==> src/design/rmr_pkg.sv <==
/*
  Constants for the radar module host register bank: register indices,
  status bit positions, reset values, packet codes and pacing timing.
  Assumes a 50 MHz system clock.
*/
package rmr_pkg;
  localparam logic [7:0]  PKT_READ         = 8'hF8;
  localparam logic [7:0]  PKT_WRITE        = 8'hF9;

  localparam logic [7:0]  OFF_MAIN_CTRL    = 8'h03;
  localparam logic [7:0]  OFF_STATUS       = 8'h06;
  localparam logic [7:0]  OFF_SERIAL_SPEED = 8'h07;
  localparam logic [7:0]  OFF_IRQ_ENABLE   = 8'h08;
  localparam logic [7:0]  OFF_IRQ_PIN      = 8'h09;
  localparam logic [7:0]  OFF_MOD_POWER    = 8'h0A;
  localparam logic [7:0]  OFF_VARIANT_ID   = 8'h10;
  localparam logic [7:0]  OFF_FW_VERSION   = 8'h11;
  localparam logic [7:0]  OFF_SPEED_LIMIT  = 8'h12;
  localparam logic [7:0]  OFF_START_MM     = 8'h20;
  localparam logic [7:0]  OFF_SPAN_MM      = 8'h21;
  localparam logic [7:0]  OFF_PACING       = 8'h22;
  localparam logic [7:0]  OFF_RATE_MHZ     = 8'h23;
  localparam logic [7:0]  OFF_GAIN         = 8'h24;
  localparam logic [7:0]  OFF_SENSOR_POWER = 8'h25;
  localparam logic [7:0]  OFF_OUTBUF_LEN   = 8'hE9;

  localparam logic [7:0]  CMD_CLEAR_STATUS = 8'h04;
  localparam logic [31:0] STATUS_CLEARABLE = 32'hFFFF_FF00;
  localparam logic [31:0] STATUS_LEVELS    = 32'h0000_00FF;
  localparam int          BIT_CREATED      = 0;
  localparam int          BIT_ACTIVATED    = 1;
  localparam int          BIT_DATA_READY   = 8;
  localparam int          BIT_ERROR        = 16;
  localparam int          BIT_BAD_PARAM    = 17;
  localparam int          BIT_BAD_MODE     = 18;
  localparam int          BIT_ACT_FAIL     = 20;
  localparam int          BIT_WRONG_STATE  = 21;

  localparam logic [31:0] RST_SERIAL_SPEED = 32'h0001_C200;
  localparam logic [31:0] RST_ZERO         = 32'h0000_0000;
  localparam logic [31:0] IRQ_PIN_OFF      = 32'h0000_0000;
  localparam logic [31:0] IRQ_PIN_FOLLOW   = 32'h0000_0001;
  localparam logic [31:0] PACE_SENSOR      = 32'h0000_0001;
  localparam logic [31:0] PACE_SOFTWARE    = 32'h0000_0002;
  localparam logic [31:0] GAIN_MAX         = 32'h0000_03E8;
  localparam logic [31:0] POWER_HIBERNATE  = 32'h0000_0004;

  localparam longint      CLK_HZ           = 64'h0000_0000_02FA_F080;
  localparam longint      MHZ_PER_HZ       = 64'h0000_0000_0000_03E8;
  localparam logic [35:0] PACE_WRAP        = 36'(CLK_HZ * MHZ_PER_HZ);

  typedef enum logic [3:0] {
    RMR_ST_TYPE  = 4'b0001,
    RMR_ST_ADDR  = 4'b0010,
    RMR_ST_DATA  = 4'b0100,
    RMR_ST_DRAIN = 4'b1000
  } rmr_state_t;
endpackage : rmr_pkg

==> src/design/rmr_regs.sv <==
/*
  Host register bank of the radar module: parses register read and write
  packets from the serial byte link, holds configuration, keeps the status
  word and drives the host interrupt pin and the measurement pacing.
  Assumes a serial framer in front that delivers received bytes, marks the
  start of each transaction and requests bytes for host reads.
*/
// What this block does
// Activation failure sets status bit 20, also usable as mask bit.
// Writing while writes are forbidden sets status bit 21, write dropped.
// Serial speed register at 0x07 selects bit rate, starts at 115200.
// Highest bit rate readable at 0x12; faster settings are refused.
// Interrupt condition is any status bit set under a set mask bit.
// Mask bits for created, activated, data ready; zero mask means none.
// Mask bits for general error, invalid command, invalid mode.
// Pin mode 0 keeps the host interrupt pin inactive.
// Pin mode 1 drives the pin exactly with the interrupt condition.
// Identification register at 0x10 is a fixed code, writes ignored.
// Version register at 0x11 packs major, minor, patch bytes.
// Register 0xE9 reports the output buffer fill length.
// Writable registers store setup; read-only ones show live metadata.
// Registers 0x20 and 0x21 hold start distance and span in mm.
// Pacing mode 1: block itself triggers measurements at the rate.
// Pacing mode 2: requests throttled to the rate; rate zero unlimited.
// Register 0x23 holds the update rate in millihertz.
// Gain register 0x24 accepts 0 to 1000 only.
// Sensor power register 0x25 codes off, sleep, ready, active.
// Power code 4 stops sensor oscillator; host toggles a pin to move.
// Host reads by sending 0xF8 and address, then reading four bytes.
// Host writes by sending 0xF9, address and four bytes together.
// Clear command 4 to main control clears status bits 31 to 8.
// Values travel low byte first; interrupt pin follows in one cycle.
module rmr_regs
  import rmr_pkg::*;
#(
  parameter logic [31:0] VARIANT_CODE = 32'h0000_5A01, // Arbitrary value
  parameter logic [7:0]  VER_MAJOR    = 8'h01,
  parameter logic [7:0]  VER_MINOR    = 8'h00,
  parameter logic [7:0]  VER_PATCH    = 8'h00,
  parameter logic [31:0] SPEED_LIMIT  = 32'h0001_C200
)
(
  input  wire logic        clk,
  input  wire logic        arst_n,
  input  wire logic        rx_start,
  input  wire logic        rx_valid,
  input  wire logic [7:0]  rx_data,
  input  wire logic        tx_req,
  output logic      [7:0]  tx_data,
  output logic             tx_valid,
  input  wire logic        write_allowed,
  input  wire logic [7:0]  status_level,
  input  wire logic [31:0] status_set,
  input  wire logic        activation_failed,
  input  wire logic [31:0] outbuf_length,
  input  wire logic        measure_request,
  output logic             measure_go,
  output logic             host_irq,
  output logic             ctrl_cmd_valid,
  output logic      [7:0]  ctrl_cmd,
  output logic      [31:0] serial_speed,
  output logic      [31:0] module_power_config,
  output logic      [31:0] measure_start_mm,
  output logic      [31:0] measure_span_mm,
  output logic      [31:0] pacing_select,
  output logic      [31:0] refresh_rate_mhz,
  output logic      [31:0] receiver_gain,
  output logic      [31:0] sensor_power_state,
  output logic             sensor_osc_en
);

  rmr_state_t  state;
  logic [7:0]  reg_addr;
  logic [1:0]  byte_idx;
  logic [31:0] wr_word;
  logic [31:0] rd_word;
  logic [31:0] status;
  logic [31:0] irq_enable_bits;
  logic [31:0] irq_pin_behaviour;
  logic [31:0] read_value;
  logic [31:0] next_status;
  logic [31:0] event_set;
  logic        wr_commit;
  logic        wr_legal;
  logic        wr_bad;
  logic        wr_refused;
  logic        clear_cmd;
  logic [35:0] pace_acc;
  logic [35:0] pace_sum;
  logic        pace_tick;
  logic        pace_token;

  // Fourth data byte of a write packet completes the word
  assign wr_commit  = (state == RMR_ST_DATA) && rx_valid && (byte_idx == 2'd3);
  assign wr_refused = wr_commit && !write_allowed;
  // Value byte 0 sits in wr_word[15:8] when the fourth byte arrives
  assign clear_cmd  = wr_commit && write_allowed && (reg_addr == OFF_MAIN_CTRL)
                      && (wr_word[31:16] == 16'h0000) && (rx_data == 8'h00)
                      && (wr_word[15:8] == CMD_CLEAR_STATUS);

  // Range checks on written values; refused writes keep the old value
  always_comb
  begin
    wr_legal = 1'b1;
    wr_bad   = 1'b0;
    if (reg_addr == OFF_SERIAL_SPEED)
      wr_legal = ({rx_data, wr_word[31:8]} <= SPEED_LIMIT);
    else if (reg_addr == OFF_GAIN)
      wr_legal = ({rx_data, wr_word[31:8]} <= GAIN_MAX);
    else if (reg_addr == OFF_PACING)
      wr_legal = ({rx_data, wr_word[31:8]} == PACE_SENSOR) || ({rx_data, wr_word[31:8]} == PACE_SOFTWARE);
    else if (reg_addr == OFF_SENSOR_POWER)
      wr_legal = ({rx_data, wr_word[31:8]} <= POWER_HIBERNATE);
    else if ((reg_addr == OFF_MAIN_CTRL) || (reg_addr == OFF_IRQ_ENABLE) || (reg_addr == OFF_IRQ_PIN)
             || (reg_addr == OFF_MOD_POWER) || (reg_addr == OFF_START_MM) || (reg_addr == OFF_SPAN_MM)
             || (reg_addr == OFF_RATE_MHZ))
    begin
      wr_legal = 1'b1;
    end
    else
    begin
      // Read-only or unmapped: no effect, flagged as a bad command
      wr_legal = 1'b0;
    end
    wr_bad = wr_commit && write_allowed && !wr_legal;
  end

  // Packet parser: type byte, address byte, then four value bytes
  always_ff @(posedge clk or negedge arst_n)
  begin
    if (!arst_n)
    begin
      state    <= RMR_ST_TYPE;
      reg_addr <= 8'h00;
      byte_idx <= 2'd0;
      wr_word  <= RST_ZERO;
    end
    else if (rx_start)
    begin
      state    <= RMR_ST_TYPE;
      byte_idx <= 2'd0;
    end
    else if (rx_valid)
    begin
      case (state)
        RMR_ST_TYPE:
        begin
          if ((rx_data == PKT_READ) || (rx_data == PKT_WRITE))
          begin
            state <= RMR_ST_ADDR;
          end
          else
          begin
            state <= RMR_ST_DRAIN;
          end
          wr_word[0] <= (rx_data == PKT_WRITE);
        end
        RMR_ST_ADDR:
        begin
          reg_addr <= rx_data;
          byte_idx <= 2'd0;
          state    <= wr_word[0] ? RMR_ST_DATA : RMR_ST_DRAIN;
        end
        RMR_ST_DATA:
        begin
          // Low byte first, shifted in from the top
          wr_word  <= {rx_data, wr_word[31:8]};
          byte_idx <= byte_idx + 2'd1;
          if (byte_idx == 2'd3)
          begin
            state <= RMR_ST_DRAIN;
          end
        end
        RMR_ST_DRAIN:
        begin
          state <= RMR_ST_DRAIN;
        end
        default:
        begin
          state <= RMR_ST_TYPE;
        end
      endcase
    end
  end

  // Read decode for the addressed register
  always_comb
  begin
    read_value = RST_ZERO;
    // Unmapped addresses read as zero
    if (reg_addr == OFF_STATUS)
      read_value = status;
    else if (reg_addr == OFF_SERIAL_SPEED)
      read_value = serial_speed;
    else if (reg_addr == OFF_IRQ_ENABLE)
      read_value = irq_enable_bits;
    else if (reg_addr == OFF_IRQ_PIN)
      read_value = irq_pin_behaviour;
    else if (reg_addr == OFF_MOD_POWER)
      read_value = module_power_config;
    else if (reg_addr == OFF_VARIANT_ID)
      read_value = VARIANT_CODE;
    else if (reg_addr == OFF_FW_VERSION)
      read_value = {8'h00, VER_MAJOR, VER_MINOR, VER_PATCH};
    else if (reg_addr == OFF_SPEED_LIMIT)
      read_value = SPEED_LIMIT;
    else if (reg_addr == OFF_START_MM)
      read_value = measure_start_mm;
    else if (reg_addr == OFF_SPAN_MM)
      read_value = measure_span_mm;
    else if (reg_addr == OFF_PACING)
      read_value = pacing_select;
    else if (reg_addr == OFF_RATE_MHZ)
      read_value = refresh_rate_mhz;
    else if (reg_addr == OFF_GAIN)
      read_value = receiver_gain;
    else if (reg_addr == OFF_SENSOR_POWER)
      read_value = sensor_power_state;
    else if (reg_addr == OFF_OUTBUF_LEN)
      read_value = outbuf_length;
  end

  // Read word is snapshotted at each transaction start (rx_start) so bytes stay coherent
  always_ff @(posedge clk or negedge arst_n)
  begin
    if (!arst_n)
    begin
      rd_word  <= RST_ZERO;
      tx_data  <= 8'h00;
      tx_valid <= 1'b0;
    end
    else
    begin
      tx_valid <= tx_req;
      if (rx_start)
      begin
        rd_word <= read_value;
      end
      else if (tx_req)
      begin
        tx_data <= rd_word[7:0];
        rd_word <= {8'h00, rd_word[31:8]};
      end
    end
  end

  // Configuration registers
  always_ff @(posedge clk or negedge arst_n)
  begin
    if (!arst_n)
    begin
      serial_speed        <= RST_SERIAL_SPEED;
      irq_enable_bits     <= RST_ZERO;
      irq_pin_behaviour   <= IRQ_PIN_OFF;
      module_power_config <= RST_ZERO;
      measure_start_mm    <= RST_ZERO;
      measure_span_mm     <= RST_ZERO;
      pacing_select       <= PACE_SENSOR;
      refresh_rate_mhz    <= RST_ZERO;
      receiver_gain       <= RST_ZERO;
      sensor_power_state  <= RST_ZERO;
    end
    else if (wr_commit && write_allowed && wr_legal)
    begin
      if (reg_addr == OFF_SERIAL_SPEED)
        serial_speed <= {rx_data, wr_word[31:8]};
      else if (reg_addr == OFF_IRQ_ENABLE)
        irq_enable_bits <= {rx_data, wr_word[31:8]};
      else if (reg_addr == OFF_IRQ_PIN)
        irq_pin_behaviour <= {rx_data, wr_word[31:8]};
      else if (reg_addr == OFF_MOD_POWER)
        module_power_config <= {rx_data, wr_word[31:8]};
      else if (reg_addr == OFF_START_MM)
        measure_start_mm <= {rx_data, wr_word[31:8]};
      else if (reg_addr == OFF_SPAN_MM)
        measure_span_mm <= {rx_data, wr_word[31:8]};
      else if (reg_addr == OFF_PACING)
        pacing_select <= {rx_data, wr_word[31:8]};
      else if (reg_addr == OFF_RATE_MHZ)
        refresh_rate_mhz <= {rx_data, wr_word[31:8]};
      else if (reg_addr == OFF_GAIN)
        receiver_gain <= {rx_data, wr_word[31:8]};
      else if (reg_addr == OFF_SENSOR_POWER)
        sensor_power_state <= {rx_data, wr_word[31:8]};
    end
  end

  // Main control commands, clear included, go out as a pulse; status clearing is done in the status logic
  always_ff @(posedge clk or negedge arst_n)
  begin
    if (!arst_n)
    begin
      ctrl_cmd_valid <= 1'b0;
      ctrl_cmd       <= 8'h00;
    end
    else
    begin
      ctrl_cmd_valid <= wr_commit && write_allowed && (reg_addr == OFF_MAIN_CTRL);
      if (wr_commit && write_allowed && (reg_addr == OFF_MAIN_CTRL))
      begin
        ctrl_cmd <= wr_word[15:8];
      end
    end
  end

  // Status: low byte mirrors live levels, upper bits sticky; set beats clear
  always_comb
  begin
    event_set                  = status_set & STATUS_CLEARABLE;
    event_set[BIT_ACT_FAIL]    = status_set[BIT_ACT_FAIL] | activation_failed;
    event_set[BIT_WRONG_STATE] = status_set[BIT_WRONG_STATE] | wr_refused;
    event_set[BIT_BAD_PARAM]   = status_set[BIT_BAD_PARAM] | wr_bad;
    next_status = (clear_cmd ? RST_ZERO : (status & STATUS_CLEARABLE)) | event_set;
    next_status = next_status | {24'h00_0000, status_level};
  end

  always_ff @(posedge clk or negedge arst_n)
  begin
    if (!arst_n)
    begin
      status <= RST_ZERO;
    end
    else
    begin
      status <= next_status;
    end
  end

  // Host pin registered from next values, so it tracks status in one cycle
  always_ff @(posedge clk or negedge arst_n)
  begin
    if (!arst_n)
    begin
      host_irq <= 1'b0;
    end
    else
    begin
      host_irq <= (irq_pin_behaviour == IRQ_PIN_FOLLOW) && ((next_status & irq_enable_bits) != RST_ZERO);
    end
  end

  // Rate accumulator in millihertz; one wrap per measurement period
  assign pace_sum  = pace_acc + {4'h0, refresh_rate_mhz};
  assign pace_tick = (pace_sum >= PACE_WRAP);

  always_ff @(posedge clk or negedge arst_n)
  begin
    if (!arst_n)
    begin
      pace_acc   <= 36'h0_0000_0000;
      pace_token <= 1'b0;
      measure_go <= 1'b0;
    end
    else
    begin
      pace_acc <= pace_tick ? (pace_sum - PACE_WRAP) : pace_sum;
      if (pacing_select == PACE_SENSOR)
      begin
        measure_go <= pace_tick;
        pace_token <= 1'b0;
      end
      else
      begin
        // Rate limits only: a request passes if a period has elapsed
        measure_go <= measure_request && ((refresh_rate_mhz == RST_ZERO) || pace_token || pace_tick);
        if (measure_request && (pace_token || pace_tick))
        begin
          pace_token <= 1'b0;
        end
        else if (pace_tick)
        begin
          pace_token <= 1'b1;
        end
      end
    end
  end

  // Oscillator stopped in hibernate; leaving it relies on host pin toggling
  always_ff @(posedge clk or negedge arst_n)
  begin
    if (!arst_n)
    begin
      sensor_osc_en <= 1'b1;
    end
    else
    begin
      sensor_osc_en <= (sensor_power_state != POWER_HIBERNATE);
    end
  end

endmodule // rmr_regs

==> config.mk <==
export PLATFORM = sky130hd
export DESIGN_NAME = rmr_regs
export DESIGN_NICKNAME = d
export VERILOG_FILES = /design/src/design/rmr_pkg.sv /design/src/design/rmr_regs.sv
export SDC_FILE = /design/constraint.sdc
export NUM_CORES = 1
export LEC_CHECK = 0
export BUFFER_PORTS_ARGS = -buffer_cell sky130_fd_sc_hd__buf_2
export CAP_MARGIN = 20
export CORE_ASPECT_RATIO = 1.25
export CORE_MARGIN = 3
export CORE_UTILIZATION = 30
export CTS_CLUSTER_SIZE = 30
export DETAILED_ROUTE_END_ITERATION = 7
export PLACE_DENSITY_LB_ADDON = 0.12
export SYNTH_ARGS = -nofsm -noshare
export SYNTH_HDL_FRONTEND = slang
export SYNTH_SLANG_ARGS = --single-unit
==> constraint.sdc <==
create_clock -name clk -period 5.75 [get_ports clk]
set_clock_uncertainty 0.15 [all_clocks]
set_input_delay 0 -clock clk [delete_from_list [all_inputs] [get_ports clk]]
set_output_delay 0 -clock clk [all_outputs]
set_load 0.05 [all_outputs]
# Word-level counts from Yosys, hierarchy flattened

Index checks and enable logic that the tools add are counted.

Divide/modulo/power cells: 0
Reductions and logical operators: 51
$mul: 0
Add/subtract/negate cells: 3
Shift-type cells: 0
Magnitude comparators: 4
Bitwise operators: 16
Muxes and demuxes: 38
Eq/ne operators: 30

Operators by type and width:

| operator                 | number |
|---|---|
| $mux W32                 | 18 |
| $eq A32 B1 Y1 const B    | 3 |
| $eq A8 B6 Y1 const B     | 6 |
| $add A36 B32 Y36         | 1 |
| $ge A36 B36 Y1 const B   | 1 |
| $mux W36                 | 1 |
| $sub A36 B36 Y36 const B | 1 |
| $and A32 B32 Y32         | 1 |
| $eq A32 B2 Y1 const B    | 1 |
| $le A32 B10 Y1 const B   | 1 |
| $le A32 B17 Y1 const B   | 1 |
| $le A32 B3 Y1 const B    | 1 |
| $logic_not A32 Y1        | 1 |
| $ne A32 B3 Y1 const B    | 1 |
| $or A32 B32 Y32          | 1 |
| $or A32 B8 Y32           | 1 |
| $reduce_bool A32 Y1      | 1 |
| $eq A8 B3 Y1 const B     | 3 |
| $eq A8 B4 Y1 const B     | 3 |
| $eq A8 B5 Y1 const B     | 3 |
| $eq A8 B8 Y1 const B     | 3 |
| $mux W4                  | 5 |
| $logic_not A16 Y1        | 1 |
| $pmux W4 S4              | 1 |
| 30 further kinds         | 82 |

Latch bits: 0
Memories: 0
ROM bits: 0
Output and inout bits: 277
RAM bits: 0
Register bits: 488
Input bits: 88

# Logic depth before layout (Yosys ltp)

Depth in word-level cells: 20
Mapped depth: 18
Depth with buffers taken out: 17

# Worst setup path before layout

No wires, ideal clock.

Kind: register to register
From: register refresh_rate_mhz[0]
To: register pace_acc[24]
Setup time: 0.131 ns
Period minus slack after synthesis: 4.381 ns
Cell stages (with the launch flop): 16
Path slack: 1.369 ns
Data arrival time: 4.100 ns
Cell sequence: dfrtp_1 -> ha_1 -> inv_1 -> fa_1 -> nand2b_1 -> a21o_1 -> a21o_1 -> a211oi_1 -> nand4_1 -> o211ai_2 -> o211ai_2 -> a311o_1 -> a311oi_4 -> buf_6 -> nand4_1 -> xnor2_1

Word-level cells in the longest chain between the ends: 3

RTL lines:

| element                                            | RTL line                         | RTL |
|---|---|---|
| from (decl)                                        | rmr_regs.sv:66                   | `output logic [31:0] refresh_rate_mhz,` |
| from (signal assigned)                             | rmr_regs.sv:280                  | `refresh_rate_mhz <= {rx_data, wr_word[31:8]};` |
| $add A36 B32 Y36 *                                 | rmr_regs.sv:343                  | `assign pace_sum = pace_acc + {4'h0, refresh_rate_mhz};` |
| $sub A36 B36 Y36 or $ge A36 B36 Y1 (tied branches) | rmr_regs.sv:356, rmr_regs.sv:344 |  |
| $mux W36 *                                         | rmr_regs.sv:356                  | `pace_acc <= pace_tick ? (pace_sum - PACE_WRAP) : pace_sum;` |
| to (signal assigned)                               | rmr_regs.sv:356                  |  |
| to (decl)                                          | rmr_regs.sv:88                   | `logic [35:0] pace_acc;` |

Every way passes the cells marked *; elsewhere a longest branch is shown, timed or not.
A chain may end at the register's enable or synchronous reset.

# Worst setup path in the final report

From: register refresh_rate_mhz[6]
To: register pace_acc[20]

The elaborated chain is that of the path after synthesis.

==> flow_summary.ini <==
[global_route]
gr-total-overflow = 0
antenna_found_initial = 1
grt_pass1_vias = 19516
grt_max_degree = 173
grt_first_pass_wirelength_um = 142000
track_usage_pct = 24.0

[worst_setup_path]
worstPathCellList = ha_1 > a21oi_1 > o21ai_1 > or2_1 > or3_1 > nand2_1 > ha_1 > nand3b_1 > nor4_1 > o2111ai_1 > nor4_2 > a41oi_1 > a311oi_4 > buf_4 > o2111ai_1 > xor2_1
arrival_ns = 5.31
endpoint_kind = flip-flop
worstSetupPathType = flip-flop to flip-flop
cp-start-kind = flip-flop
crit_path_top_delay_cell = dfrtp_1
path_max_fanout = 26
slowest_delay_ns = 0.42
cp_data_required_time_ns = 6.07

[layout]
multi_input_area_mm2 = 0.0107
syn_to_final_growth_pct = 24.3
fin_nets = 2554
final_util_pct = 37.8
finalNonFillerCells = 3509
final_layout_size_suffix_gt1_share_pct = 32.5
fill_cells = 7594
regArea_mm2 = 0.0120

[clock_tree]
h-tree-depth = 2
clk_latency_ns = 0.61
tritoncts = yes
cts_setup_buffers = 0
cts-root-buf = clkbuf_16
cts.sinks = 481
cts.reportedPaths.clkPinSlew_ns = 0.06
cts_inserted_buffers = 53
cts.path.max_buffers = 3

[detailed_routing]
highest_layer = met4
drc = 0
drt-total-wl_um = 98600
postRouteAntennaNets = 0
drt-pass1-iter-count = 7
dr.first_iter.drc_count = 1455
vias = 19129
via_per_inst = 5.45
route.met3.wl_um = 4490
wirelength_met1_um = 42700
met2_length_um = 49000
wire_per_inst_um = 28.1

[place]
dp_hpwl_um = 71600
place_inst = 3326
place_ws_ns = 0.780
place.gp.congestion = 0.886
port-buffer-count = 356

[timing]
finalHoldViolations = 0
fmax_mhz = 200
slew_headroom_pct = 33.6
post-route-period-util_pct = 86.7
timing.final.ws_setup_ns = 0.762
min_period_ns = 4.99
setup_tns_ns = 0
setup_viol = 0
worst_pin_slew_ns = 0.996
slew_viol_final = 0
rsz0062_at_grt = no

[logic_synthesis]
ys_seq_area_share_pct = 51.8
synth_ff_type = dfrtp_1
synth.top_cell.area_share_pct = 51.0
syn_inst = 2032
netlist_area_mm2 = 0.0233
yosys_warnings = 0
synth_async_sr_flop_share_pct = 100
syn_nets = 2156
yosysTopAreaCell = dfrtp_1
synthMostInstantiatedCell = dfrtp_1
synth_cell_types = 86
ys_top_cells_by_count = dfrtp_1 (474), mux2_2 (272), nor2b_1 (127)
avgSynthCellArea_um2 = 11.5
ys_ff_latch = 481
synth_edf_count = 0
synthTopCellsByArea = dfrtp_1 (51%), mux2_2 (13%), nor2b_1 (3.4%), a21oi_1 (2.6%), ha_1 (1.9%)

[floorplan]
die_w_um = 255
io_pins = 365
core_mm2 = 0.0765
dieArea_mm2 = 0.0810
rows = 113
die_y_um = 317
start_util_pct = 30.4

[power]
power_leakage_uw = 0.0140
p_int_uw = 5500
swShare_pct = 23.6
ir_drop_mv = 0.200
power.clock.fraction_pct = 48.2
seqPwrFrac_pct = 47.7
power.density_mw_per_mm2 = 249
power.total_uw = 7200
p_switching_uw = 1700
combPwrFrac_pct = 4.0

[outcome]
status = complete, no violations

[job]
maxCapViolations = 0

[min_path]
hold_path_class = input port to flip-flop
## placed cells by master (no fill, tap or decap), types with 36 or more instances in the layout
cell	netlist	layout
nand2_1	96	96
o21ai_0	80	80
a222oi_1	36	36
nor2_1	58	53
dlygate4sd3_1	0	83
a21o_1	38	38
buf_4	3	39
dfrtp_1	474	472
mux2_2	272	272
nor4_1	43	41
buf_2	8	355
nor2b_1	127	126
clkbuf_16	0	54
a21oi_1	119	119
## area by class of cell
type                            instances  share of cell area, %
Antenna cell                            1                0.00865
Clock buffer                           87                   5.66
Clock inverter                         11                  0.402
Inverter                               20                  0.260
Multi-Input combinational cell       1389                   36.9
Sequential cell                       481                   41.7
Tap cell                             1035                   4.48
Timing Repair Buffer                  485                   10.6
## per-layer routing
metal | GRT usage, % | up-vias
met3 | 2.91 | 118
li1 | - | 8443
met4 | 5.87 | 0
met5 | 0 | -
met2 | 41.4 | 574
met1 | 31.9 | 9994
## critical path, delay by kind of cell, from the launching register on
kind,cells,cell delay [ns]
adder cells (fa/ha/maj),2,0.57
flip-flops,1,0.42
AND/OR/NAND/NOR,6,1.55
AO/OA/AOI/OAI,6,1.61
buffers and inverters,1,0.36
XOR/XNOR,1,0.17
## metrics by stage
stage                     hold slack (ns)  cell area, um^2
after detailed placement          -0.0218            26300
after global placement            -0.0243            26300
after global routing               0.0308            28900
after CTS                         0.00376            28900
final                              0.0414            28900
after floorplan                    -0.446            23300
## repair_timing
item,4_1_cts,5_1_grt
resized for setup,0,0
hold buffers,84,0
endpoints found under the hold margin,236,0
## cells by family after synthesis
group                      count (synthesis)  share of synthesized area (%)
AOI/OAI and AO/OA                        521                           15.8
adders and majority gates                 36                           1.97
muxes                                    298                           14.3
buffers and inverters                    162                           2.75
xor gates and xnor gates                  48                           1.81
DFF                                      481                           51.8
and+or+nand+nor                          486                           11.6
## flip-flops by register name (all words and copies together), names as in the netlist, 32 cells and up
name                 cells
irq_enable_bits         32
irq_pin_behaviour       32
measure_span_mm         32
measure_start_mm        32
module_power_config     32
pace_acc                36
pacing_select           32
rd_word                 32
receiver_gain           32
refresh_rate_mhz        32
sensor_power_state      32
serial_speed            32
status                  32
## worst paths after layout
check | start | endpoint | slack (ns) | cells past startpoint
setup / recovery | refresh_rate_mhz[6] | pace_acc[20] | 0.76 | 16
hold / removal | outbuf_length[27] | rd_word[27] | 0.04 | 5
setup reg to reg | refresh_rate_mhz[6] | pace_acc[20] | 0.76 | 16
hold reg to reg | rd_word[0] | tx_data[0] | 0.35 | 1
max in group asynchronous | arst_n | receiver_gain[4] | 4.07 | 4
min in group asynchronous | arst_n | serial_speed[16] | 0.38 | 3
## power by group through the flow
stage                     Combinational [uW]  Clock (uW)  Sequential [uW]
after floorplan                         65.7           0             3520
after global routing                     320        3690             3430
final                                    291        3470             3430
after CTS                                299        3560             3430
after global placement                   249           0             3500
after detailed placement                 252           0             3500
(Power assumes the default switching activity.)
